## config.mk

```make
export PLATFORM = sky130hd
export DESIGN_NAME = dark_level_readout
export DESIGN_NICKNAME = d
export VERILOG_FILES = /design/src/hw/dark_compare.v /design/src/hw/dark_level_readout.v
export VERILOG_INCLUDE_DIRS = /design/src /design/src/common
export SDC_FILE = /design/constraint.sdc
export NUM_CORES = 1
export LEC_CHECK = 0
export ABC_AREA = 1
export BUFFER_PORTS_ARGS = -buffer_cell sky130_fd_sc_hd__clkbuf_2
export CAP_MARGIN = 20
export CORE_MARGIN = 5
export CORE_UTILIZATION = 45
export DETAILED_ROUTE_END_ITERATION = 10
export PLACE_DENSITY = 0.66
export SETUP_SLACK_MARGIN = 0.1
export SLEW_MARGIN = 15
export SYNTH_ARGS = -nofsm -noshare
export SYNTH_HDL_FRONTEND = slang
export SYNTH_HIERARCHICAL = 1
export SYNTH_SLANG_ARGS = --single-unit
```

## constraint.sdc

```tcl
create_clock -name mclk -period 17.8 [get_ports mclk]
set_input_delay 2.67 -clock mclk [delete_from_list [all_inputs] [get_ports mclk]]
set_output_delay 2.67 -clock mclk [all_outputs]
set_load 0.03 [all_outputs]
```

## src/common/dark_level_regs.vh

```
// Register offsets, field positions, reset values and timing counts for the dark-level block
`ifndef DARK_LEVEL_REGS_VH
`define DARK_LEVEL_REGS_VH

`define DARK_LEVEL_THRESHOLD_ADDR 8'h38
`define DARK_LEVEL_HYSTERESIS_ADDR 8'h39
`define SENSOR1_COUNT_LOW_ADDR 8'h40
`define SENSOR1_COUNT_HIGH_ADDR 8'h41
`define SENSOR2_COUNT_LOW_ADDR 8'h42
`define SENSOR2_COUNT_HIGH_ADDR 8'h43
`define THRESHOLD_RESET 8'h00
`define HYSTERESIS_RESET 8'h00
`define COUNT_RESET 13'h0000
`define COUNT_MAX 13'h1F40
`define COMPARE_STATUS_BIT 3
`define CURRENT_STEP_NA 540
`define CURRENT_FULL_NA 137700
`define REFRESH_MS 80
`define CLOCK_MHZ 100
`define REFRESH_CYCLES (`REFRESH_MS * 1000 * `CLOCK_MHZ)

`endif

```

## src/hw/dark_compare.v

```verilog
// Dark-level threshold and hysteresis comparator for one sensor
`timescale 1ns/10ps
`default_nettype none

module dark_compare (
    input wire mclk,              // System clock
    input wire sys_rst,           // Synchronous reset, active high
    input wire enable,            // Comparison allowed
    input wire sample_valid,      // New conversion result this cycle
    input wire [12:0] current,    // Conversion result, full scale 8000
    input wire [7:0] threshold,   // Dark-level threshold code
    input wire [7:0] hysteresis,  // Dark-level hysteresis code
    output reg dark               // 1 while in the dark zone
);

    // ============================================================
    // Scale conversion
    // ============================================================
    // Codes step 0.54 uA and 255 means 137.7 uA, so one code is 8000/255 counts
    // of a 137.7 uA full scale; code*8000/255 lands within one count.
    function [13:0] code_to_count;
        input [8:0] code;
        reg [22:0] prod;
        reg [22:0] quot;
        begin
            prod = {14'h0000, code} * 23'h00_1F40;
            quot = prod / 23'h00_00FF;
            // Quotient tops out at 16000, so the bits cut here are always zero
            code_to_count = quot[13:0];
        end
    endfunction

    wire [13:0] trip_level;
    wire [13:0] release_level;
    assign trip_level = code_to_count({1'b0, threshold});
    assign release_level = code_to_count({1'b0, threshold} + {1'b0, hysteresis});

    // ============================================================
    // Comparator state
    // ============================================================
    // Held between samples so the hysteresis band stops chatter
    always @(posedge mclk) begin
        if (sys_rst) begin
            dark <= 1'b0;
        end else if (!enable) begin
            dark <= 1'b0;
        end else if (sample_valid) begin
            if ({1'b0, current} < trip_level) begin
                dark <= 1'b1;
            end else if ({1'b0, current} > release_level) begin
                dark <= 1'b0;
            end
        end
    end

endmodule

`default_nettype wire

```

## src/hw/dark_level_readout.v

```verilog
// Dark-level comparison and phototransistor result readout
//
// Function
// - Current below threshold trips comparator into dark zone.
// - Current above threshold plus hysteresis returns to indoor zone.
// - Threshold code is linear, 0.54 uA per step, 137.7 uA top.
// - Hysteresis code uses the same linear current scale.
// - Sensor 1 result: bits 7..0 low byte, 12..8 in high byte [4:0].
// - Enabled sensor results refresh every 80 ms.
// - Result registers are read-only; writes are ignored.
// - Count never exceeds 0x1F40 (8000).
// - Sensor 2 has its own low/high pair with identical layout.
// - Sensor 2 dark comparison runs only when its enable is set.
// - Sensor 1 comparator output readable at status bit 3.
`timescale 1ns/10ps
`default_nettype none
`include "dark_level_regs.vh"

module dark_level_readout #(
    parameter REFRESH_CYCLES = `REFRESH_CYCLES  // Cycles between result refreshes
) (
    input wire mclk,                              // System clock, 100 MHz
    input wire sys_rst,                           // Synchronous reset, active high
    input wire sensor1_enable,                    // Sensor 1 powered and converting
    input wire sensor2_enable,                    // Sensor 2 powered and converting
    input wire sensor2_dark_compare_enable,       // Dark compare on sensor 2
    input wire [12:0] sensor1_conversion,         // Live converter output, sensor 1
    input wire [12:0] sensor2_conversion,         // Live converter output, sensor 2
    input wire reg_write,                         // Register write strobe
    input wire reg_read,                          // Register read strobe
    input wire [7:0] reg_addr,                    // Register address
    input wire [7:0] reg_wdata,                   // Register write data
    output reg [7:0] reg_rdata,                   // Register read data
    output reg sensor1_dark_compare_output,       // Sensor 1 dark comparator
    output reg second_sensor_comparator,          // Sensor 2 dark comparator
    output reg [7:0] sensor1_status,              // Sensor 1 status byte, bit 3 dark
    output reg sample_tick                        // Pulse when results refresh
);

    // ============================================================
    // Registers
    // ============================================================
    reg [7:0] dark_level_threshold;
    reg [7:0] dark_level_hysteresis;
    reg [12:0] sensor1_count;
    reg [12:0] sensor2_count;
    reg [26:0] refresh_timer;
    reg refresh_now;
    reg s1_valid;
    reg s2_valid;

    wire s1_dark;
    wire s2_dark;

    // Clamp so a converter overrange cannot leak above full scale
    function [12:0] clamp_count;
        input [12:0] raw;
        begin
            if (raw > `COUNT_MAX) begin
                clamp_count = `COUNT_MAX;
            end else begin
                clamp_count = raw;
            end
        end
    endfunction

    // ============================================================
    // Refresh timer
    // ============================================================
    // One free-running interval shared by both sensors keeps them in step
    always @(posedge mclk) begin
        if (sys_rst) begin
            refresh_timer <= 27'h000_0000;
            refresh_now <= 1'b0;
        end else if (refresh_timer == REFRESH_CYCLES - 1) begin
            refresh_timer <= 27'h000_0000;
            refresh_now <= 1'b1;
        end else begin
            refresh_timer <= refresh_timer + 27'h000_0001;
            refresh_now <= 1'b0;
        end
    end

    // ============================================================
    // Result capture
    // ============================================================
    // Only the timer loads results; the bus path never touches them
    always @(posedge mclk) begin
        if (sys_rst) begin
            sensor1_count <= `COUNT_RESET;
            sensor2_count <= `COUNT_RESET;
            s1_valid <= 1'b0;
            s2_valid <= 1'b0;
        end else begin
            s1_valid <= refresh_now && sensor1_enable;
            s2_valid <= refresh_now && sensor2_enable;
            if (refresh_now && sensor1_enable) begin
                sensor1_count <= clamp_count(sensor1_conversion);
            end
            if (refresh_now && sensor2_enable) begin
                sensor2_count <= clamp_count(sensor2_conversion);
            end
        end
    end

    // ============================================================
    // Writable settings
    // ============================================================
    // Result addresses fall through, so writes there are dropped
    always @(posedge mclk) begin
        if (sys_rst) begin
            dark_level_threshold <= `THRESHOLD_RESET;
            dark_level_hysteresis <= `HYSTERESIS_RESET;
        end else if (reg_write) begin
            case (reg_addr)
                `DARK_LEVEL_THRESHOLD_ADDR: begin
                    dark_level_threshold <= reg_wdata;
                end
                `DARK_LEVEL_HYSTERESIS_ADDR: begin
                    dark_level_hysteresis <= reg_wdata;
                end
                default: begin
                    dark_level_threshold <= dark_level_threshold;
                end
            endcase
        end
    end

    // ============================================================
    // Comparators
    // ============================================================
    dark_compare u_cmp1 (
        .mclk(mclk),
        .sys_rst(sys_rst),
        .enable(sensor1_enable),
        .sample_valid(s1_valid),
        .current(sensor1_count),
        .threshold(dark_level_threshold),
        .hysteresis(dark_level_hysteresis),
        .dark(s1_dark)
    );

    // Sensor 2 is held out of the dark zone unless its enable is set
    dark_compare u_second_sensor_comparator (
        .mclk(mclk),
        .sys_rst(sys_rst),
        .enable(sensor2_enable && sensor2_dark_compare_enable),
        .sample_valid(s2_valid),
        .current(sensor2_count),
        .threshold(dark_level_threshold),
        .hysteresis(dark_level_hysteresis),
        .dark(s2_dark)
    );

    // ============================================================
    // Outputs
    // ============================================================
    // Registered copies so every port comes straight from a flop
    always @(posedge mclk) begin
        if (sys_rst) begin
            sensor1_dark_compare_output <= 1'b0;
            second_sensor_comparator <= 1'b0;
            sensor1_status <= 8'h00;
            sample_tick <= 1'b0;
        end else begin
            sensor1_dark_compare_output <= s1_dark;
            second_sensor_comparator <= s2_dark;
            sensor1_status <= 8'h00;
            sensor1_status[`COMPARE_STATUS_BIT] <= s1_dark;
            sample_tick <= s1_valid | s2_valid;
        end
    end

    // Read data registered one cycle after the strobe; unmapped reads zero
    always @(posedge mclk) begin
        if (sys_rst) begin
            reg_rdata <= 8'h00;
        end else if (reg_read) begin
            case (reg_addr)
                `DARK_LEVEL_THRESHOLD_ADDR: reg_rdata <= dark_level_threshold;
                `DARK_LEVEL_HYSTERESIS_ADDR: reg_rdata <= dark_level_hysteresis;
                `SENSOR1_COUNT_LOW_ADDR: reg_rdata <= sensor1_count[7:0];
                `SENSOR1_COUNT_HIGH_ADDR: reg_rdata <= {3'b000, sensor1_count[12:8]};
                `SENSOR2_COUNT_LOW_ADDR: reg_rdata <= sensor2_count[7:0];
                `SENSOR2_COUNT_HIGH_ADDR: reg_rdata <= {3'b000, sensor2_count[12:8]};
                default: reg_rdata <= 8'h00;
            endcase
        end
    end

endmodule

`default_nettype wire

```

==> results_dict.tcl, run 1 <==
set metrics [dict create \
    status "finished, final reports clean" \
    cts_root_buffer "clkbuf_16" \
    clkTransAtPathRegs_ns 0.07 \
    routabilityCongestion 0.9364 \
    grt_max_degree 39 \
    regToRegSetupSlack_ns 1.65 \
    avgRoutedWirePerCell_um 13.04 \
    row_count 93 \
    rr_startpoint "dark_level_threshold[0]$_SDFFE_PP0P_" \
    grt_setup_unrepaired "true" \
    hold-path-endpoint "second_sensor_comparator$_SDFF_PP0_" \
    via_count 30800 \
    synth_flop_cell "dfxtp_1" \
    ys_seq_area_frac 0.05769 \
    hold_violations 0 \
    viasPerCell 5.097 \
    fin_crit_sh 0.9074 \
    cp.arrival_ns 16.42 \
    clock-sinks 85 \
    die_y_um 266.0 \
    yosys_warnings 6 \
    layout_common_cells "nand2_1 (1586), inv_1 (763), nand3_1 (557), nor2_1 (409), ha_1 (247)" \
    port_buffers 60 \
    cp_max_fo 17 \
    path_buf_inv 14 \
    area_delta_synth_final_pct 5.315 \
    cts_tree "done" \
    required_ns 18.06 \
    cts_max_level 3 \
    critical_path_class "flop to flop" \
    ys_seq_elements 85 \
    finalInstanceArea_um2 31060 \
    rr_worst_depth 115 \
    core_area_um2 64700 \
    grt_pass1_vias 27840 \
    async_flop_share 0 \
    hold_path_class "flop to flop" \
    period_minus_slack_ns 16.15 \
    power_density_nw_per_um2 50.55 \
    nets 5563 \
    dp_slack_ns 0.3108 \
    drt_first_pass_iters 5 \
    start_kind "flop" \
    clk_path_buf_depth 2 \
    ant_nets 0 \
    first_iter_violations 1978 \
    dpl_cell_area_um2 30400 \
    syn_avg_cell_area_um2 5.736 \
    cp_top_family "simple AND/OR/NAND/NOR gates" \
    setup_tns_ns 0 \
    hold_depth 2 \
    stdcell_count 6042 \
    reg2reg_to "u_cmp1/dark$_SDFFE_PP0P_" \
    synth_cell_types 60 \
    syn_area_um2 29500 \
    grt_overflow 0 \
    grtUsageTotal 0.2167 \
    final_util 0.4802 \
    dp_cells 6007 \
    setup_slack_ns 1.648 \
    clk_latency_ns 0.38 \
    holdWs_ns 0.4452 \
    crit_path_max_incr_delay_ns 0.52 \
    dieWidth_um 266.0 \
    maxCapViolCount 0 \
    synth_edf_count 0 \
    boundaryPins 68 \
    die_area_um2 70770 \
    vdd_drop_max_mv 0.04466 \
    drive_gt1_frac 0.1337 \
    finalPower_mw 1.570 \
    maxSlewViolCount 0 \
    final_common_cell "nand2_1" \
    start_util 0.4559 \
    fmax_mhz 61.91 \
    fill_cells 7118 \
    place.detailed.hpwl_um 66860 \
    wirelength_um 78790 \
    grt_pass1_wl_um 133400 \
    cpMaxStageDelayCell "fa_1" \
    crit_top_cell "nand2_1" \
    crit_path_end_kind "flop" \
    slew_headroom 0.4463 \
    drc_errors 0 \
    tightest_slew_ns 0.8275 \
    antenna_found_initial 3 \
    cts_buffers 9 \
    netlist_instances 5142 \
    p_leak_nw 17.33 \
    setup_viol 0 \
    hp-start "u_second_sensor_comparator/dark$_SDFFE_PP0P_" \
    final.setup_skew_ns 0.009546 \
]
area by class of cell:
| cell class | count | area (µm²) | share of cell area |
|---|---|---|---|
| flip-flops and latches | 85 | 1702 | 0.05478 |
| clock buffers | 9 | 225.2 | 0.007250 |
| multi-input cells | 4146 | 24220 | 0.7798 |
| repair buffers | 86 | 526.8 | 0.01696 |
| clock inverters | 7 | 92.59 | 0.002981 |
| well taps | 855 | 1070 | 0.03444 |
| inverters | 851 | 3217 | 0.1036 |
| diodes | 3 | 7.507 | 0.0002417 |
worst reg2reg max path: cells and delay by family (launching register included):
family	cells	cell delay (ns)
and+or+nand+nor	75	8.36
adders and majority gates	10	3.40
AOI/OAI and AO/OA	14	2.24
buffers and inverters	14	1.16
xor gates and xnor gates	2	0.45
DFF	1	0.37
cell usage after synthesis, types with 85 or more instances:
library cell  count  area share
nand2_1        1590        0.20
inv_1           766       0.097
nand3_1         559       0.095
nor2_1          419       0.053
ha_1            247        0.10
nand2_2         190       0.040
o21ai_0         153       0.026
a21oi_1         150       0.025
nand4_1         126       0.027
xor2_1          100       0.030
nor2_2           92       0.020
fa_1             88       0.060
dfxtp_1          85       0.058
layer usage:
metal	vias up	GRT usage	share of wire
li1	16360	-	-
met3	39	0.02050	0.038
met2	508	0.3731	0.46
met5	-	0	0.00016
met1	13890	0.3051	0.49
met4	2	0.02393	0.0073
kinds of logic (layout without fill, tap and decap cells):
kind of cell               Yosys count  in the layout  share of synthesized area
AOI/OAI and AO/OA                  424            424                    0.08174
buffers and inverters              917            953                     0.1279
xor gates and xnor gates           150            150                    0.04556
adders and majority gates          335            335                     0.1645
DFF                                 85             85                    0.05769
other                                1             10                  0.0001271
and+or+nand+nor                   3230           3230                     0.5225
state kept, by name, indices dropped and copies added, names as in the netlist:
register,cells
dark_level_hysteresis,8
sample_tick,1
sensor2_count,13
u_cmp1/dark,1
s2_valid,1
second_sensor_comparator,1
sensor1_count,13
refresh_timer,27
u_second_sensor_comparator/dark,1
reg_rdata,8
s1_valid,1
dark_level_threshold,8
refresh_now,1
sensor1_status,1
how the worst max path moves through the flow:
stage / depth (start not counted) / startpoint / end
floorplan: 113 / dark_level_threshold[1]$_SDFFE_PP0P_ / u_cmp1/dark$_SDFFE_PP0P_
global placement: 108 / dark_level_threshold[1]$_SDFFE_PP0P_ / u_cmp1/dark$_SDFFE_PP0P_
detailed placement: 106 / dark_level_threshold[1]$_SDFFE_PP0P_ / u_cmp1/dark$_SDFFE_PP0P_
CTS: 108 / dark_level_threshold[1]$_SDFFE_PP0P_ / u_cmp1/dark$_SDFFE_PP0P_
global route: 114 / dark_level_threshold[0]$_SDFFE_PP0P_ / u_cmp1/dark$_SDFFE_PP0P_
finish: 115 / dark_level_threshold[0]$_SDFFE_PP0P_ / u_cmp1/dark$_SDFFE_PP0P_
report_power, final:
part           switching, mW  internal (mW)
combinational          0.790          0.378
sequential          0.000806          0.191
clock                 0.0991          0.112
repair_timing:
item / CTS / global route
setup endpoints to repair: 0 / 2
hold buffers: 0 / 0
gates resized for setup: 0 / 50
setup buffers: 0 / 16
No activity file was read; power rests on OpenSTA's default activity.
==> run 2: changes to the inputs <==
Settings changed: BUFFER_PORTS_ARGS -buffer_cell sky130_fd_sc_hd__clkbuf_2 to -buffer_cell sky130_fd_sc_hd__buf_2.
==> results_dict.tcl, run 2 (synthesized netlist as in run 1, its figures left out) <==
set metrics [dict create \
    hold_violations 0 \
    critical_path_class "flop to flop" \
    nets 5562 \
    regToRegSetupSlack_ns 1.67 \
    place.detailed.hpwl_um 66400 \
    cts-hold-fix-buffers 0 \
    final_util 0.4808 \
    clkTransAtPathRegs_ns 0.07 \
    core_area_um2 64700 \
    avgRoutedWirePerCell_um 12.97 \
    drc_errors 0 \
    dp_slack_ns 0.1745 \
    fin_crit_sh 0.9062 \
    drive_gt1_frac 0.1345 \
    die_y_um 266.0 \
    status "finished, final reports clean" \
    layout_common_cells "nand2_1 (1585), inv_1 (763), nand3_1 (557), nor2_1 (409), ha_1 (245)" \
    crit_start "dark_level_threshold[0]$_SDFFE_PP0P_" \
    rr_worst_depth 109 \
    setup_viol 0 \
    fill_cells 7064 \
    row_count 93 \
    grt_pass1_wl_um 131800 \
    grtUsageTotal 0.2144 \
    tightest_slew_ns 0.8637 \
    rr_startpoint "dark_level_threshold[0]$_SDFFE_PP0P_" \
    final_common_cell "nand2_1" \
    vdd_drop_max_mv 0.04619 \
    finalInstanceArea_um2 31110 \
    ant_nets 0 \
    setup_slack_ns 1.670 \
    cts_max_level 3 \
    reg2reg_to "u_cmp1/dark$_SDFFE_PP0P_" \
    boundaryPins 68 \
    die_area_um2 70770 \
    grt_setup_unrepaired "true" \
    cts_buffers 9 \
    largest_register_ffs 27 \
    crit_end "u_cmp1/dark$_SDFFE_PP0P_" \
    fmax_mhz 62.00 \
    clk_latency_ns 0.39 \
    slew_headroom 0.4221 \
    finalPower_mw 1.571 \
    maxCapViolCount 0 \
    crit_top_cell "nand2_1" \
    maxSlewViolCount 0 \
    largest-register "refresh_timer" \
    clock-sinks 85 \
    cts_root_buffer "clkbuf_16" \
    crit_path_end_kind "flop" \
    grt_max_degree 39 \
    grt_pass1_vias 27610 \
    top_regs "refresh_timer: 27 flops, sensor1_count: 13 flops, sensor2_count: 13 flops" \
    wirelength_um 78350 \
    via_count 30740 \
    required_ns 18.07 \
    hold_path_class "flop to flop" \
    area_delta_synth_final_pct 5.459 \
    port_buffers 60 \
    multi_input_area_um2 24240 \
    cpMaxStageDelayCell "fa_2" \
    dpl_cell_area_um2 30400 \
    setup_tns_ns 0 \
    seqCellArea_um2 1702 \
    start_kind "flop" \
    dieWidth_um 266.0 \
    routabilityCongestion 0.9311 \
    power_density_nw_per_um2 50.51 \
    grt_overflow 0 \
    cp.arrival_ns 16.40 \
    antenna_found_initial 4 \
    drt_first_pass_iters 6 \
    clk_path_buf_depth 2 \
    cp_max_fo 17 \
    p_leak_nw 17.33 \
    period_minus_slack_ns 16.13 \
    crit_path_max_incr_delay_ns 0.69 \
    viasPerCell 5.089 \
    start_util 0.4559 \
    cts_tree "done" \
    final.setup_skew_ns 0.01486 \
    first_iter_violations 1861 \
]
==> run 2: changes by cell type in the layout (fill, tap and decap cells not counted), moves of 3 or more <==
cell	previous run	this run
buf_12	1	4
buf_2	0	60
buf_4	22	18
clkbuf_2	60	0
==> run 2: through the flow <==
stage	instances	hold WS (ns)
4_1_cts	6023	0.4677
6_report	6040	0.4645
2_1_floorplan	5148	0.4031
3_5_place_dp	6007	0.4474
3_3_place_gp	6007	0.4466
5_1_grt	6038	0.4830
==> run 2: area by class of cell <==
class | instances | share of cell area
diodes | 2 | 0.0001609
repair buffers | 85 | 0.01790
multi-input cells | 4146 | 0.7791
clock buffers | 9 | 0.007240
clock inverters | 7 | 0.002976
inverters | 851 | 0.1035
well taps | 855 | 0.03439
flip-flops and latches | 85 | 0.05470
==> run 2: timing repair <==
action	in CTS	in global routing
buffers inserted	0	15
endpoints found under the setup margin	0	2
gates resized for setup	0	54
==> run 2: how the worst min path moves through the flow <==
stage	depth (start not counted)	endpoint	start	slack, ns
6_report	2	second_sensor_comparator$_SDFF_PP0_	u_second_sensor_comparator/dark$_SDFFE_PP0P_	0.46
3_5_place_dp	2	second_sensor_comparator$_SDFF_PP0_	u_second_sensor_comparator/dark$_SDFFE_PP0P_	0.45
2_1_floorplan	2	second_sensor_comparator$_SDFF_PP0_	u_second_sensor_comparator/dark$_SDFFE_PP0P_	0.40
5_1_grt	2	second_sensor_comparator$_SDFF_PP0_	u_second_sensor_comparator/dark$_SDFFE_PP0P_	0.48
4_1_cts	2	second_sensor_comparator$_SDFF_PP0_	u_second_sensor_comparator/dark$_SDFFE_PP0P_	0.47
3_3_place_gp	2	second_sensor_comparator$_SDFF_PP0_	u_second_sensor_comparator/dark$_SDFFE_PP0P_	0.45
==> run 2: power breakdown <==
group          total (mW)  leakage (nW)  switching (mW)  internal, mW
Combinational        1.17          16.5           0.787         0.380
Clock               0.212         0.149           0.100         0.112
Sequential          0.191         0.685        0.000812         0.191
Total                1.57          17.3           0.888         0.683
==> run 2: critical path, delay by kind of cell (launching register included) <==
family	cells	cell delay [ns]
AO/OA/AOI/OAI	11	1.60
adder cells (fa/ha/maj)	10	4.01
buffers and inverters	12	1.09
flip-flops	1	0.35
AND/OR/NAND/NOR	76	8.89
==> run 2: per-layer routing <==
layer | global-route usage | up-vias | wire length [µm]
li1 | - | 16390 | -
met1 | 0.3046 | 13790 | 38590
met2 | 0.3628 | 496 | 35780
met3 | 0.02078 | 57 | 3058
met4 | 0.02936 | 4 | 856
met5 | 0 | - | 60
